File: src/verilog/vsfr_map.svh
// Purpose: constants for the valley-skip frequency reduction block
// Assumes: 100 MHz core clock
// Notes:   times are kept in their own unit, cycles are derived
`ifndef VSFR_MAP_SVH
`define VSFR_MAP_SVH

// ----------------------------------------------------------------------
// clock
// ----------------------------------------------------------------------
`define VSFR_CLK_KHZ 100000

// ----------------------------------------------------------------------
// times
// ----------------------------------------------------------------------
`define VSFR_EVAL_MS 48
`define VSFR_SOFT_MS 12
`define VSFR_SOFT_STEPS 4
`define VSFR_RING_LONG_US 5
`define VSFR_RING_SHORT_US 2
`define VSFR_MAX_OFF_US 50
`define VSFR_OVP_BLANK_US 1

// ----------------------------------------------------------------------
// derived cycle counts (all divide exactly, all above one cycle)
// ----------------------------------------------------------------------
`define VSFR_EVAL_CYC (`VSFR_EVAL_MS * `VSFR_CLK_KHZ)
`define VSFR_SOFT_STEP_CYC ((`VSFR_SOFT_MS * `VSFR_CLK_KHZ) / `VSFR_SOFT_STEPS)
`define VSFR_RING_LONG_CYC ((`VSFR_RING_LONG_US * `VSFR_CLK_KHZ) / 1000)
`define VSFR_RING_SHORT_CYC ((`VSFR_RING_SHORT_US * `VSFR_CLK_KHZ) / 1000)
`define VSFR_MAX_OFF_CYC ((`VSFR_MAX_OFF_US * `VSFR_CLK_KHZ) / 1000)
`define VSFR_OVP_BLANK_CYC ((`VSFR_OVP_BLANK_US * `VSFR_CLK_KHZ) / 1000)

// ----------------------------------------------------------------------
// counter limits and reset values
// ----------------------------------------------------------------------
`define VSFR_VS_MIN 3'h1
`define VSFR_VS_MAX 3'h7
`define VSFR_VS_RESET 3'h1
`define VSFR_ZC_MAX 3'h7
`define VSFR_STEP_LAST 2'h3

`endif

File: src/verilog/vsfr_pkg.sv
// Purpose: types for the valley-skip frequency reduction block
// Assumes: nothing beyond the constants header
// Notes:   holds types only
package vsfr_pkg;

  // ----------------------------------------------------------------------
  // operating phase
  // ----------------------------------------------------------------------
  typedef enum logic [1:0] {
    VSFR_PRECHARGE,
    VSFR_ACTIVE,
    VSFR_LATCHED
  } vsfr_state_t;

endpackage : vsfr_pkg

File: src/verilog/vsfr_sync.sv
// Purpose: two-flop synchroniser for comparator levels
// Assumes: levels are slow against the clock
// Notes:   first stage feeds only the second stage
`timescale 1ns/1ps

module vsfr_sync #(
  parameter int WIDTH = 1
) (
  input wire logic clk,
  input wire logic arst_n,
  input wire logic clkEn,
  input wire logic [WIDTH-1:0] din,
  output logic [WIDTH-1:0] dout
);

  logic [WIDTH-1:0] stage1;

  always_ff @(posedge clk or negedge arst_n) begin
    if (!arst_n) begin
      stage1 <= '0;
      dout <= '0;
    end else if (clkEn) begin
      stage1 <= din;
      dout <= stage1;
    end
  end

endmodule : vsfr_sync

File: src/verilog/vsfr_top.sv
// Purpose: digital switch-on control of a quasi-resonant flyback controller
// Assumes: comparator outputs arrive as levels; analog off path gives offRequest
// Notes:   long timers are parameters so a simulation can shorten them
//
// Operation
// - supply above turn-on: cell off, start
// - soft-start: 12ms, four equal limit steps
// - on from digital path, off from analog
// - valley counter holds crossings to skip
// - feedback evaluated against thresholds every 48ms
// - always below lower hold: increment, max 7
// - between lower and upper hold: keep value
// - above upper hold at any time in the period: decrement, min 1
// - above fast reset: force counter to 1
// - valley counter always within 1 to 7
// - valley counter starts at 1
// - hold thresholds follow detected line level
// - crossing counter stays within 0 to 7
// - each falling crossing while off counts one
// - crossing counter cleared when gate rises
// - valley overvoltage while off: latch after blanking
// - after ringing time, on when crossings reach count
// - gate held low during ringing suppression
// - max off-time forces gate on
`timescale 1ns/1ps
`include "vsfr_map.svh"

module vsfr_top #(
  parameter int unsigned EVAL_CYC = `VSFR_EVAL_CYC,
  parameter int unsigned SOFT_STEP_CYC = `VSFR_SOFT_STEP_CYC,
  parameter int unsigned RING_LONG_CYC = `VSFR_RING_LONG_CYC,
  parameter int unsigned RING_SHORT_CYC = `VSFR_RING_SHORT_CYC,
  parameter int unsigned MAX_OFF_CYC = `VSFR_MAX_OFF_CYC,
  parameter int unsigned OVP_BLANK_CYC = `VSFR_OVP_BLANK_CYC
) (
  input wire logic clk,
  input wire logic arst_n,
  input wire logic clkEn,
  input wire logic supplyAboveOn,
  input wire logic fbAboveLower,
  input wire logic fbAboveUpper,
  input wire logic fbAboveFastReset,
  input wire logic zcAboveZero,
  input wire logic zcAboveOvp,
  input wire logic zcAboveRing,
  input wire logic lineHigh,
  input wire logic offRequest,
  output logic startupCellOn,
  output logic gateDrive,
  output logic [1:0] softStep,
  output logic softStartDone,
  output logic [2:0] valleySkipCount,
  output logic [2:0] zeroCrossCount,
  output logic holdThresholdHighLine,
  output logic latchedOff
);

  // ----------------------------------------------------------------------
  // helpers
  // ----------------------------------------------------------------------
  function automatic logic [2:0] satInc(input logic [2:0] val, input logic [2:0] top);
    satInc = (val >= top) ? top : val + 3'h1;
  endfunction : satInc
  function automatic logic [2:0] satDec(input logic [2:0] val, input logic [2:0] bottom);
    satDec = (val <= bottom) ? bottom : val - 3'h1;
  endfunction : satDec

  // ----------------------------------------------------------------------
  // synchronised comparator levels
  // ----------------------------------------------------------------------
  logic [8:0] syncIn, syncOut;
  logic supplyOnS, fbLowerS, fbUpperS, fbFastS, zcZeroS, zcOvpS, zcRingS, lineS;
  logic offReqS;

  assign syncIn = {supplyAboveOn, fbAboveLower, fbAboveUpper, fbAboveFastReset,
                   zcAboveZero, zcAboveOvp, zcAboveRing, lineHigh, offRequest};
  assign {supplyOnS, fbLowerS, fbUpperS, fbFastS, zcZeroS, zcOvpS, zcRingS, lineS,
          offReqS} = syncOut;

  vsfr_sync #(.WIDTH(9)) uSync (
    .clk(clk),
    .arst_n(arst_n),
    .clkEn(clkEn),
    .din(syncIn),
    .dout(syncOut)
  );

  // ----------------------------------------------------------------------
  // phase control
  // ----------------------------------------------------------------------
  vsfr_pkg::vsfr_state_t state;
  logic [31:0] ovpCnt;
  logic ovpTrip;

  // blanking filters short overshoots after turn-off
  assign ovpTrip = (state == vsfr_pkg::VSFR_ACTIVE) && !gateDrive && zcOvpS &&
                   (ovpCnt >= OVP_BLANK_CYC - 1);

  always_ff @(posedge clk or negedge arst_n) begin
    if (!arst_n) begin
      state <= vsfr_pkg::VSFR_PRECHARGE;
    end else if (clkEn) begin
      case (state)
        vsfr_pkg::VSFR_PRECHARGE: begin
          if (supplyOnS) begin
            state <= vsfr_pkg::VSFR_ACTIVE;
          end
        end
        vsfr_pkg::VSFR_ACTIVE: begin
          if (ovpTrip) begin
            state <= vsfr_pkg::VSFR_LATCHED;
          end
        end
        vsfr_pkg::VSFR_LATCHED: state <= vsfr_pkg::VSFR_LATCHED;
        default: state <= vsfr_pkg::VSFR_PRECHARGE;
      endcase
    end
  end

  always_ff @(posedge clk or negedge arst_n) begin
    if (!arst_n) begin
      ovpCnt <= '0;
    end else if (clkEn) begin
      if (state == vsfr_pkg::VSFR_ACTIVE && !gateDrive && zcOvpS) begin
        ovpCnt <= (ovpCnt >= OVP_BLANK_CYC) ? ovpCnt : ovpCnt + 32'h1;
      end else begin
        ovpCnt <= '0;
      end
    end
  end

  assign startupCellOn = (state == vsfr_pkg::VSFR_PRECHARGE);
  assign latchedOff = (state == vsfr_pkg::VSFR_LATCHED);

  // ----------------------------------------------------------------------
  // soft-start
  // ----------------------------------------------------------------------
  logic [31:0] softCnt;

  always_ff @(posedge clk or negedge arst_n) begin
    if (!arst_n) begin
      softCnt <= '0;
      softStep <= '0;
      softStartDone <= 1'b0;
    end else if (clkEn && state == vsfr_pkg::VSFR_ACTIVE && !softStartDone) begin
      if (softCnt >= SOFT_STEP_CYC - 1) begin
        softCnt <= '0;
        if (softStep == `VSFR_STEP_LAST) begin
          softStartDone <= 1'b1;
        end else begin
          softStep <= softStep + 2'h1;
        end
      end else begin
        softCnt <= softCnt + 32'h1;
      end
    end
  end

  // ----------------------------------------------------------------------
  // switch-on determination
  // ----------------------------------------------------------------------
  logic [31:0] offCnt, ringCyc;
  logic ringDone, turnOn, next_gateDrive;

  // ringing voltage above the level allows the shorter suppression
  assign ringCyc = zcRingS ? RING_SHORT_CYC : RING_LONG_CYC;
  assign ringDone = (offCnt >= ringCyc);
  assign turnOn = (state == vsfr_pkg::VSFR_ACTIVE) && !gateDrive && !ovpTrip &&
                  ((ringDone && zeroCrossCount >= valleySkipCount) ||
                   offCnt >= MAX_OFF_CYC);

  always_comb begin
    next_gateDrive = gateDrive;
    if (state != vsfr_pkg::VSFR_ACTIVE || ovpTrip) begin
      next_gateDrive = 1'b0;
    end else if (gateDrive && offReqS) begin
      next_gateDrive = 1'b0;
    end else if (turnOn) begin
      next_gateDrive = 1'b1;
    end
  end

  always_ff @(posedge clk or negedge arst_n) begin
    if (!arst_n) begin
      gateDrive <= 1'b0;
    end else if (clkEn) begin
      gateDrive <= next_gateDrive;
    end
  end

  always_ff @(posedge clk or negedge arst_n) begin
    if (!arst_n) begin
      offCnt <= '0;
    end else if (clkEn) begin
      if (gateDrive || state != vsfr_pkg::VSFR_ACTIVE) begin
        offCnt <= '0;
      end else if (offCnt < MAX_OFF_CYC) begin
        offCnt <= offCnt + 32'h1;
      end
    end
  end

  // ----------------------------------------------------------------------
  // zero-crossing counter
  // ----------------------------------------------------------------------
  logic zcPrev, zcFall;

  assign zcFall = zcPrev && !zcZeroS && !gateDrive;

  always_ff @(posedge clk or negedge arst_n) begin
    if (!arst_n) begin
      zcPrev <= 1'b0;
      zeroCrossCount <= '0;
    end else if (clkEn) begin
      zcPrev <= zcZeroS;
      if (next_gateDrive && !gateDrive) begin
        zeroCrossCount <= '0;
      end else if (zcFall) begin
        zeroCrossCount <= satInc(zeroCrossCount, `VSFR_ZC_MAX);
      end
    end
  end

  // ----------------------------------------------------------------------
  // valley-skip counter
  // ----------------------------------------------------------------------
  logic [31:0] evalCnt;
  logic evalEnd, seenLower, seenUpper, anyLower, anyUpper;

  assign evalEnd = (state == vsfr_pkg::VSFR_ACTIVE) && (evalCnt >= EVAL_CYC - 1);
  assign anyLower = seenLower || fbLowerS;
  assign anyUpper = seenUpper || fbUpperS;

  always_ff @(posedge clk or negedge arst_n) begin
    if (!arst_n) begin
      evalCnt <= '0;
    end else if (clkEn) begin
      evalCnt <= (state != vsfr_pkg::VSFR_ACTIVE || evalEnd) ? 32'h0 : evalCnt + 32'h1;
    end
  end

  // a crossing in the boundary cycle opens the next period, never lost
  always_ff @(posedge clk or negedge arst_n) begin
    if (!arst_n) begin
      seenLower <= 1'b0;
      seenUpper <= 1'b0;
    end else if (clkEn) begin
      if (evalEnd) begin
        seenLower <= fbLowerS;
        seenUpper <= fbUpperS;
      end else begin
        seenLower <= anyLower;
        seenUpper <= anyUpper;
      end
    end
  end

  always_ff @(posedge clk or negedge arst_n) begin
    if (!arst_n) begin
      valleySkipCount <= `VSFR_VS_RESET;
    end else if (clkEn) begin
      if (state != vsfr_pkg::VSFR_ACTIVE) begin
        valleySkipCount <= `VSFR_VS_RESET;
      end else if (fbFastS) begin
        valleySkipCount <= `VSFR_VS_MIN;
      end else if (evalEnd) begin
        if (!anyLower) begin
          valleySkipCount <= satInc(valleySkipCount, `VSFR_VS_MAX);
        end else if (anyUpper) begin
          valleySkipCount <= satDec(valleySkipCount, `VSFR_VS_MIN);
        end
      end
      // otherwise held, the crossing is the skip target
    end
  end

  // ----------------------------------------------------------------------
  // line-dependent hold threshold select
  // ----------------------------------------------------------------------
  always_ff @(posedge clk or negedge arst_n) begin
    if (!arst_n) begin
      holdThresholdHighLine <= 1'b0;
    end else if (clkEn) begin
      holdThresholdHighLine <= lineS;
    end
  end

  // ----------------------------------------------------------------------
  // checks
  // ----------------------------------------------------------------------
  AST_CELL_OFF_ACTIVE: assert property (
    @(posedge clk) disable iff (!arst_n)
    clkEn && state == vsfr_pkg::VSFR_PRECHARGE && supplyOnS |=> !startupCellOn)
    else $error("startup cell on after start");
  AST_VS_RANGE: assert property (
    @(posedge clk) disable iff (!arst_n)
    valleySkipCount >= `VSFR_VS_MIN && valleySkipCount <= `VSFR_VS_MAX)
    else $error("valley count out of range");
  AST_FAST_RESET: assert property (
    @(posedge clk) disable iff (!arst_n)
    clkEn && fbFastS && state == vsfr_pkg::VSFR_ACTIVE |=> valleySkipCount == 3'h1)
    else $error("fast reset did not force one");
  AST_VS_UP: assert property (
    @(posedge clk) disable iff (!arst_n)
    clkEn && evalEnd && !fbFastS && !anyLower |=>
      valleySkipCount == satInc($past(valleySkipCount), 3'h7))
    else $error("valley count did not rise");
  AST_VS_DOWN: assert property (
    @(posedge clk) disable iff (!arst_n)
    clkEn && evalEnd && !fbFastS && anyLower && anyUpper |=>
      valleySkipCount == satDec($past(valleySkipCount), 3'h1))
    else $error("valley count did not fall");
  AST_ZC_CLEAR: assert property (
    @(posedge clk) disable iff (!arst_n)
    $rose(gateDrive) |-> zeroCrossCount == 3'h0)
    else $error("crossing count not cleared at turn-on");
  AST_ZC_STEP: assert property (
    @(posedge clk) disable iff (!arst_n)
    clkEn && zcFall && !turnOn && zeroCrossCount < 3'h7 |=>
      zeroCrossCount == $past(zeroCrossCount) + 3'h1)
    else $error("crossing not counted");
  AST_RING_HOLD: assert property (
    @(posedge clk) disable iff (!arst_n)
    $rose(gateDrive) |-> $past(offCnt) >= $past(ringCyc))
    else $error("gate on inside ringing suppression");
  AST_MAX_OFF: assert property (
    @(posedge clk) disable iff (!arst_n)
    clkEn && state == vsfr_pkg::VSFR_ACTIVE && !gateDrive && !ovpTrip &&
      offCnt >= MAX_OFF_CYC |=> gateDrive)
    else $error("max off-time did not turn gate on");
  AST_LATCH_HOLD: assert property (
    @(posedge clk) disable iff (!arst_n)
    latchedOff |=> latchedOff && !gateDrive)
    else $error("latch released or gate on");

endmodule : vsfr_top

File: config.mk
export PLATFORM = sky130hd
export DESIGN_NAME = vsfr_top
export DESIGN_NICKNAME = d
export VERILOG_FILES = /design/src/verilog/vsfr_pkg.sv /design/src/verilog/vsfr_sync.sv /design/src/verilog/vsfr_top.sv
export VERILOG_INCLUDE_DIRS = /design/src /design/src/verilog
export SDC_FILE = /design/constraint.sdc
export NUM_CORES = 1
export LEC_CHECK = 0
export ABC_AREA = 1
export BUFFER_PORTS_ARGS = -buffer_cell sky130_fd_sc_hd__buf_4
export CORE_MARGIN = 5
export CORE_UTILIZATION = 46
export DETAILED_ROUTE_END_ITERATION = 6
export HOLD_SLACK_MARGIN = 0.1
export PLACE_DENSITY_LB_ADDON = 0.12
export SLEW_MARGIN = 25
export SYNTH_ARGS = -nofsm -noshare
export SYNTH_HDL_FRONTEND = slang
export SYNTH_SLANG_ARGS = --single-unit
File: constraint.sdc
create_clock -name clk -period 2.8 [get_ports clk]
set_input_delay 0.42 -clock clk [delete_from_list [all_inputs] [get_ports clk]]
set_output_delay 0.42 -clock clk [all_outputs]
set_load 0.02 [all_outputs]
# Yosys cells after proc, flatten, opt, wreduce, memory -nomap -nowiden
# Cells that the tools add are included.
# W data, S select, Z words.
# op_classes
n_addsub	8
eq_ne	8
reduce_logical	34
bitwise	1
n_lt_le_gt_ge	11
n_mux	25
# ops
operator	n
$mux W32	6
$add A32 B1 Y32 const B	4
$ge A32 B7 Y1 const B	2
$ge A32 B13 Y1 const B	1
$ge A32 B19 Y1 const B	1
$ge A32 B23 Y1 const B	1
$ge A32 B9 Y1	1
$lt A32 B13 Y1 const B	1
$mux W3	10
$logic_and A1 B1 Y1	13
$reduce_and A3 Y1	4
$mux W9	1
$add A3 B1 Y3 const B	2
$ge A3 B3 Y1 const B	2
$logic_or A1 B1 Y1	6
$pmux W2 S3	1
$reduce_and A2 Y1	3
$mux W1	5
$eq A2 B2 Y1 const B	2
$logic_not A1 Y1	4
$mux W2	2
$ne A2 B1 Y1 const B	2
$ne A2 B2 Y1 const B	2
$ne A4 B1 Y1 const B	1
other kinds (9)	10
# word_totals
wordCells	103
reg_bits	162

# Longest topological paths before layout
# depth
word_depth	13
ltp_mapped	16

# Hierarchy
# From an unflattened synthesis, not the netlist that was laid out.
# unflattened
hier_cells	946
hier_area_um2	7865.0
# by_module_without_submodules
mod	cells_each	area_each_um2	seq_area_each_um2	instances
vsfr_top	870	7154.4	3604.7	1
vsfr_sync	76	710.7	450.4	1

# Worst setup path after synthesis
# OpenSTA, ideal clock, no wires.
# synth_path
kind	reg2reg
startpoint	register state[1]
endpoint	register ovpCnt[0]
arrival_time_ps	1635
setup_slack_ps	1043
required_time_ps	2678
path_stages_with_launch	13
path_cell_list	dfrtp_1 inv_1 ha_1 inv_1 nor2_4 inv_2 nor2_2 inv_1 nand2_1 nand2_2 buf_2 nand3_1 o21ai_1
# synth_between
elab_chain_cells	5
word_cells_on_any_way	6
classes_between	eq/ne (2); mux (1); reduce/logical (3)
# synth_lines
item	line	source
start, declared	vsfr_top.sv:91	vsfr_pkg::vsfr_state_t state;
start signal, assigned	vsfr_top.sv:101	state <= vsfr_pkg::VSFR_PRECHARGE;
start signal, assigned	vsfr_top.sv:106	state <= vsfr_pkg::VSFR_ACTIVE;
start signal, assigned	vsfr_top.sv:111	state <= vsfr_pkg::VSFR_LATCHED;
$eq A2 B1 Y1 (*)	vsfr_top.sv:124	if (state == vsfr_pkg::VSFR_ACTIVE && !gateDrive && zcOvpS) begin
$logic_and A1 B1 Y1 (*) (2 in series)	vsfr_top.sv:124	
$ne A2 B2 Y1 (no line)	-	
$reduce_and A2 Y1 (no line)	-	
end signal, assigned	vsfr_top.sv:125	ovpCnt <= (ovpCnt >= OVP_BLANK_CYC) ? ovpCnt : ovpCnt + 32'h1;
end, declared	vsfr_top.sv:92	logic [31:0] ovpCnt;
# Every way passes the cells marked *; elsewhere a longest branch is shown, timed or not.
# A chain may end at the register's enable or synchronous reset.

# Worst setup path after layout
# layout_path
startpoint	register state[1]
endpoint	register ovpCnt[4]
# The elaborated chain is that of the path after synthesis.

==> flow_summary_export.csv <==
group,metric,value,unit
status,status,"finished clean",
setup_path,criticalPathCategory,"flip-flop to flip-flop",
sta,max_slew.worst_pin.slew,627,ps
sta,slew-limit-headroom,0.580,
synth,distinct_cells_synth,34,
sta,layout_worst_path_cycle_share,0.825,
setup_path,number_of_cells_on_the_worst_reg_to_reg_path,11,
layout,seqCellArea,4060,sq um
clock_tree,htreeDepth,4,
synth,post_synth_inst_count,952,
power_and_ir_drop,power_leakage,4.30,nW
placed_design,port_buffers,24,
setup_path,path_max_fanout,35,
global_routing,grt_pass1_vias,5433,
synth,synth-main-ff-cell,"dfrtp_1",
die,floorplan.die.height,140,um
sta,fmax,433,MHz
synth,synth_enable_flop_cells,0,
power_and_ir_drop,finalPower,5.74,mW
worst_hold_path,timing.hold.worst_endpoint,"uSync.stage1[7]",
setup_path,cp-end-kind,"flip-flop",
setup_path,cell_type_with_the_highest_occurrence_count_on_the_critical_path,"inv_1",
route,dr_total_vias,5722,
sta,rsz_0062_raised_after_global_routing,"no",
clock_tree,clock_sinks,162,
layout,fillCellCount,1616,
global_routing,grt_antenna_before_repair,0,
worst_hold_path,min_from,"fbAboveLower",
die,die-area,19600,sq um
synth,synth-seq-cells,162,
die,die-width,140,um
power_and_ir_drop,vdd_drop_max,0.428,mV
layout,post_route_cells_drive_above_1_share,0.0933,
sta,tns,0,ps
layout,area_growth_syn_to_layout,13.4,%
sta,layout_min_cycle_time,2310,ps
route,post-route-drc-count,0,
layout,nNetsFinal,1020,
route,viasPerCell,4.70,
route,drtPass1Iterations,5,
synth,synth_top_cell_area_share,0.519,
setup_path,path_cells,"inv_1 -> ha_1 -> inv_1 -> nor2_4 -> inv_2 -> nor2_2 -> inv_1 -> nand2_1 -> nand2_2 -> a31oi_1 -> nor2_1",
global_routing,largest_net_degree_at_the_start_of_global_routing,61,
die,placement_rows,47,
route,detail_route.wl_per_cell,11.8,um
global_routing,grt_overflow,0,
die,io-pin-count,25,
setup_path,critPathSlowestCell,"dfrtp_1",
setup_path,critical_path_required,3100,ps
clock_tree,clk_root_buffer_cell,"clkbuf_16",
synth,postSynth.asyncResetShare,1.00,
run,drv.max_cap_violation_count,0,
clock_tree,numCtsBuffers,17,
setup_path,worstReg2RegEnd,"ovpCnt[4]",
setup_path,worstPathArrival,2610,ps
sta,worst_clock_skew,9.43,ps
route,drtIter0Drc,309,
setup_path,worst-r2r-setup-slack,490,ps
clock_tree,cts.reportedPaths.clkPinSlew,60,ps
placed_design,globalplace.congestion,0.809,
setup_path,worstReg2RegStart,"state[1]",
synth,synth_top_area_cell,"dfrtp_1",
global_routing,globalRouteTotalUtil,0.155,
worst_hold_path,hold_path_class,"primary input to flip-flop",
synth,synth.net_count,988,
die,initial_cell_density_of_the_core,0.468,
sta,hold_violations,0,
layout,antenna-diode-count,0,
clock_tree,tritoncts_clock_tree,"yes",
setup_path,startpoint_type,"flip-flop",
route,detail_route.wirelength,14.4,mm
clock_tree,clockBufferDepth,2,
synth,syn_area_per_cell,8.15,sq um
placed_design,hpwlAfterDp,9.93,mm
die,core-area,16600,sq um
setup_path,crit_buf_inv,4,
sta,drv_slew,0,
clock_tree,clk-insertion-delay-late,420,ps
sta,setup_viol_count_final,0,
route,ant_nets,0,
setup_path,critical_path.top_delay_family,"simple AND/OR/NAND/NOR gates",
synth,yosys_warnings,0,
clock_tree,setup_buffers_after_cts,0,
synth,synth_top_cells_by_area,"dfrtp_1, nand2_1, nor2_1",
global_routing,grt_first_pass_wirelength,25.3,mm
layout,area_of_the_multi_input_gates,3000,sq um
worst_hold_path,timing.hold.worst_path_depth,3,
power_and_ir_drop,power_per_cell_area,653,nW/um^2
synth,synth.yosys.seq_area_share,0.522,
synth,syn_area,7760,sq um
setup_path,crit_path_max_incr_delay,390,ps
[worst max-delay path by stage]
stage              from   endpoint  slack [ps]  cells past startpoint
6_report       state[1]  ovpCnt[4]         490                     11
4_1_cts        state[1]  ovpCnt[4]         470                     11
5_1_grt        state[1]  ovpCnt[4]         200                     11
3_5_place_dp   state[1]  ovpCnt[4]         480                     11
3_3_place_gp   state[1]  ovpCnt[4]         560                     11
2_1_floorplan  state[1]  ovpCnt[0]        1040                     12
[through the flow]
step	area, sq um	setup slack (ps)	instances	hold slack [ps]	util
after floorplan	7760	1040	952	124	-
after detailed placement	8200	479	1184	411	0.494
final	8800	491	1217	197	0.531
after global routing	8800	198	1217	196	0.531
after global placement	8200	565	1184	411	0.494
after CTS	8800	472	1217	186	0.531
[cell usage in the layout (no fill, tap or decap), types with 17 or more instances in the layout]
master / Yosys / final
nor2_1: 177 / 177
nand2_1: 190 / 190
dfrtp_1: 161 / 161
nand4_1: 19 / 19
o21ai_0: 36 / 36
ha_1: 24 / 24
a21oi_1: 18 / 18
nand3_1: 41 / 41
inv_1: 156 / 156
clkbuf_16: 0 / 17
xor2_1: 26 / 26
nor3_1: 29 / 29
buf_4: 3 / 28
[registers in the layout (all words and copies together), names as in the netlist, 2 cells and up]
name             count
softStep             2
evalCnt             32
zeroCrossCount       3
state                2
ovpCnt              32
uSync.dout           9
valleySkipCount      3
uSync.stage1         9
softCnt             32
offCnt              32
[tightest hold or removal path: stages]
cell,delay (ps)
buf_4,70
nand2_1,40
nand2_1,50
[power by group]
group          internal [mW]  switching, mW  leakage [nW]
registers               2.45          0.107          2.10
clock network           1.36          0.942         0.282
logic                  0.319          0.562          1.92
total                   4.13           1.61          4.30
[synthesized netlist by cell type, types with 8 or more instances]
master / n
o21ai_0: 36
nand4_1: 19
nand3_1: 41
o21ai_1: 8
nor2_1: 177
ha_1: 24
inv_1: 156
a21oi_1: 18
xor2_1: 26
clkbuf_1: 8
dfrtp_1: 161
nor3_1: 29
nand2_1: 190
[metal layers]
metal	track usage	vias up	share of wire
met5	0	-	0
met4	0.0459	0	0.0077
met3	0.0406	9	0.035
met2	0.236	66	0.45
met1	0.220	2641	0.51
li1	-	3006	-
[area by class of cell]
type | instances | share of cell area
tap | 220 | 0.0313
multi-input combinational | 608 | 0.340
clock buffer | 20 | 0.0519
clock inverter | 12 | 0.0151
timing repair buffer | 32 | 0.0309
inverter | 163 | 0.0695
sequential | 162 | 0.461
[cell families after synthesis]
family          after synthesis  synth area share
fa+ha+maj                    24            0.0387
xor+xnor                     29            0.0327
flops                       162             0.522
buf+inv                     182            0.0916
compound gates               71            0.0487
simple gates                484             0.266
[what timing repair did]
| item | 4_1_cts | 5_1_grt |
|---|---|---|
| endpoints found under the setup margin | 0 | 0 |
| hold buffers | 1 | 0 |
| endpoints found under the hold margin | 52 | 0 |
| gates resized for setup | 0 | 0 |
Note: power is estimated with default switching activity, not from simulation.
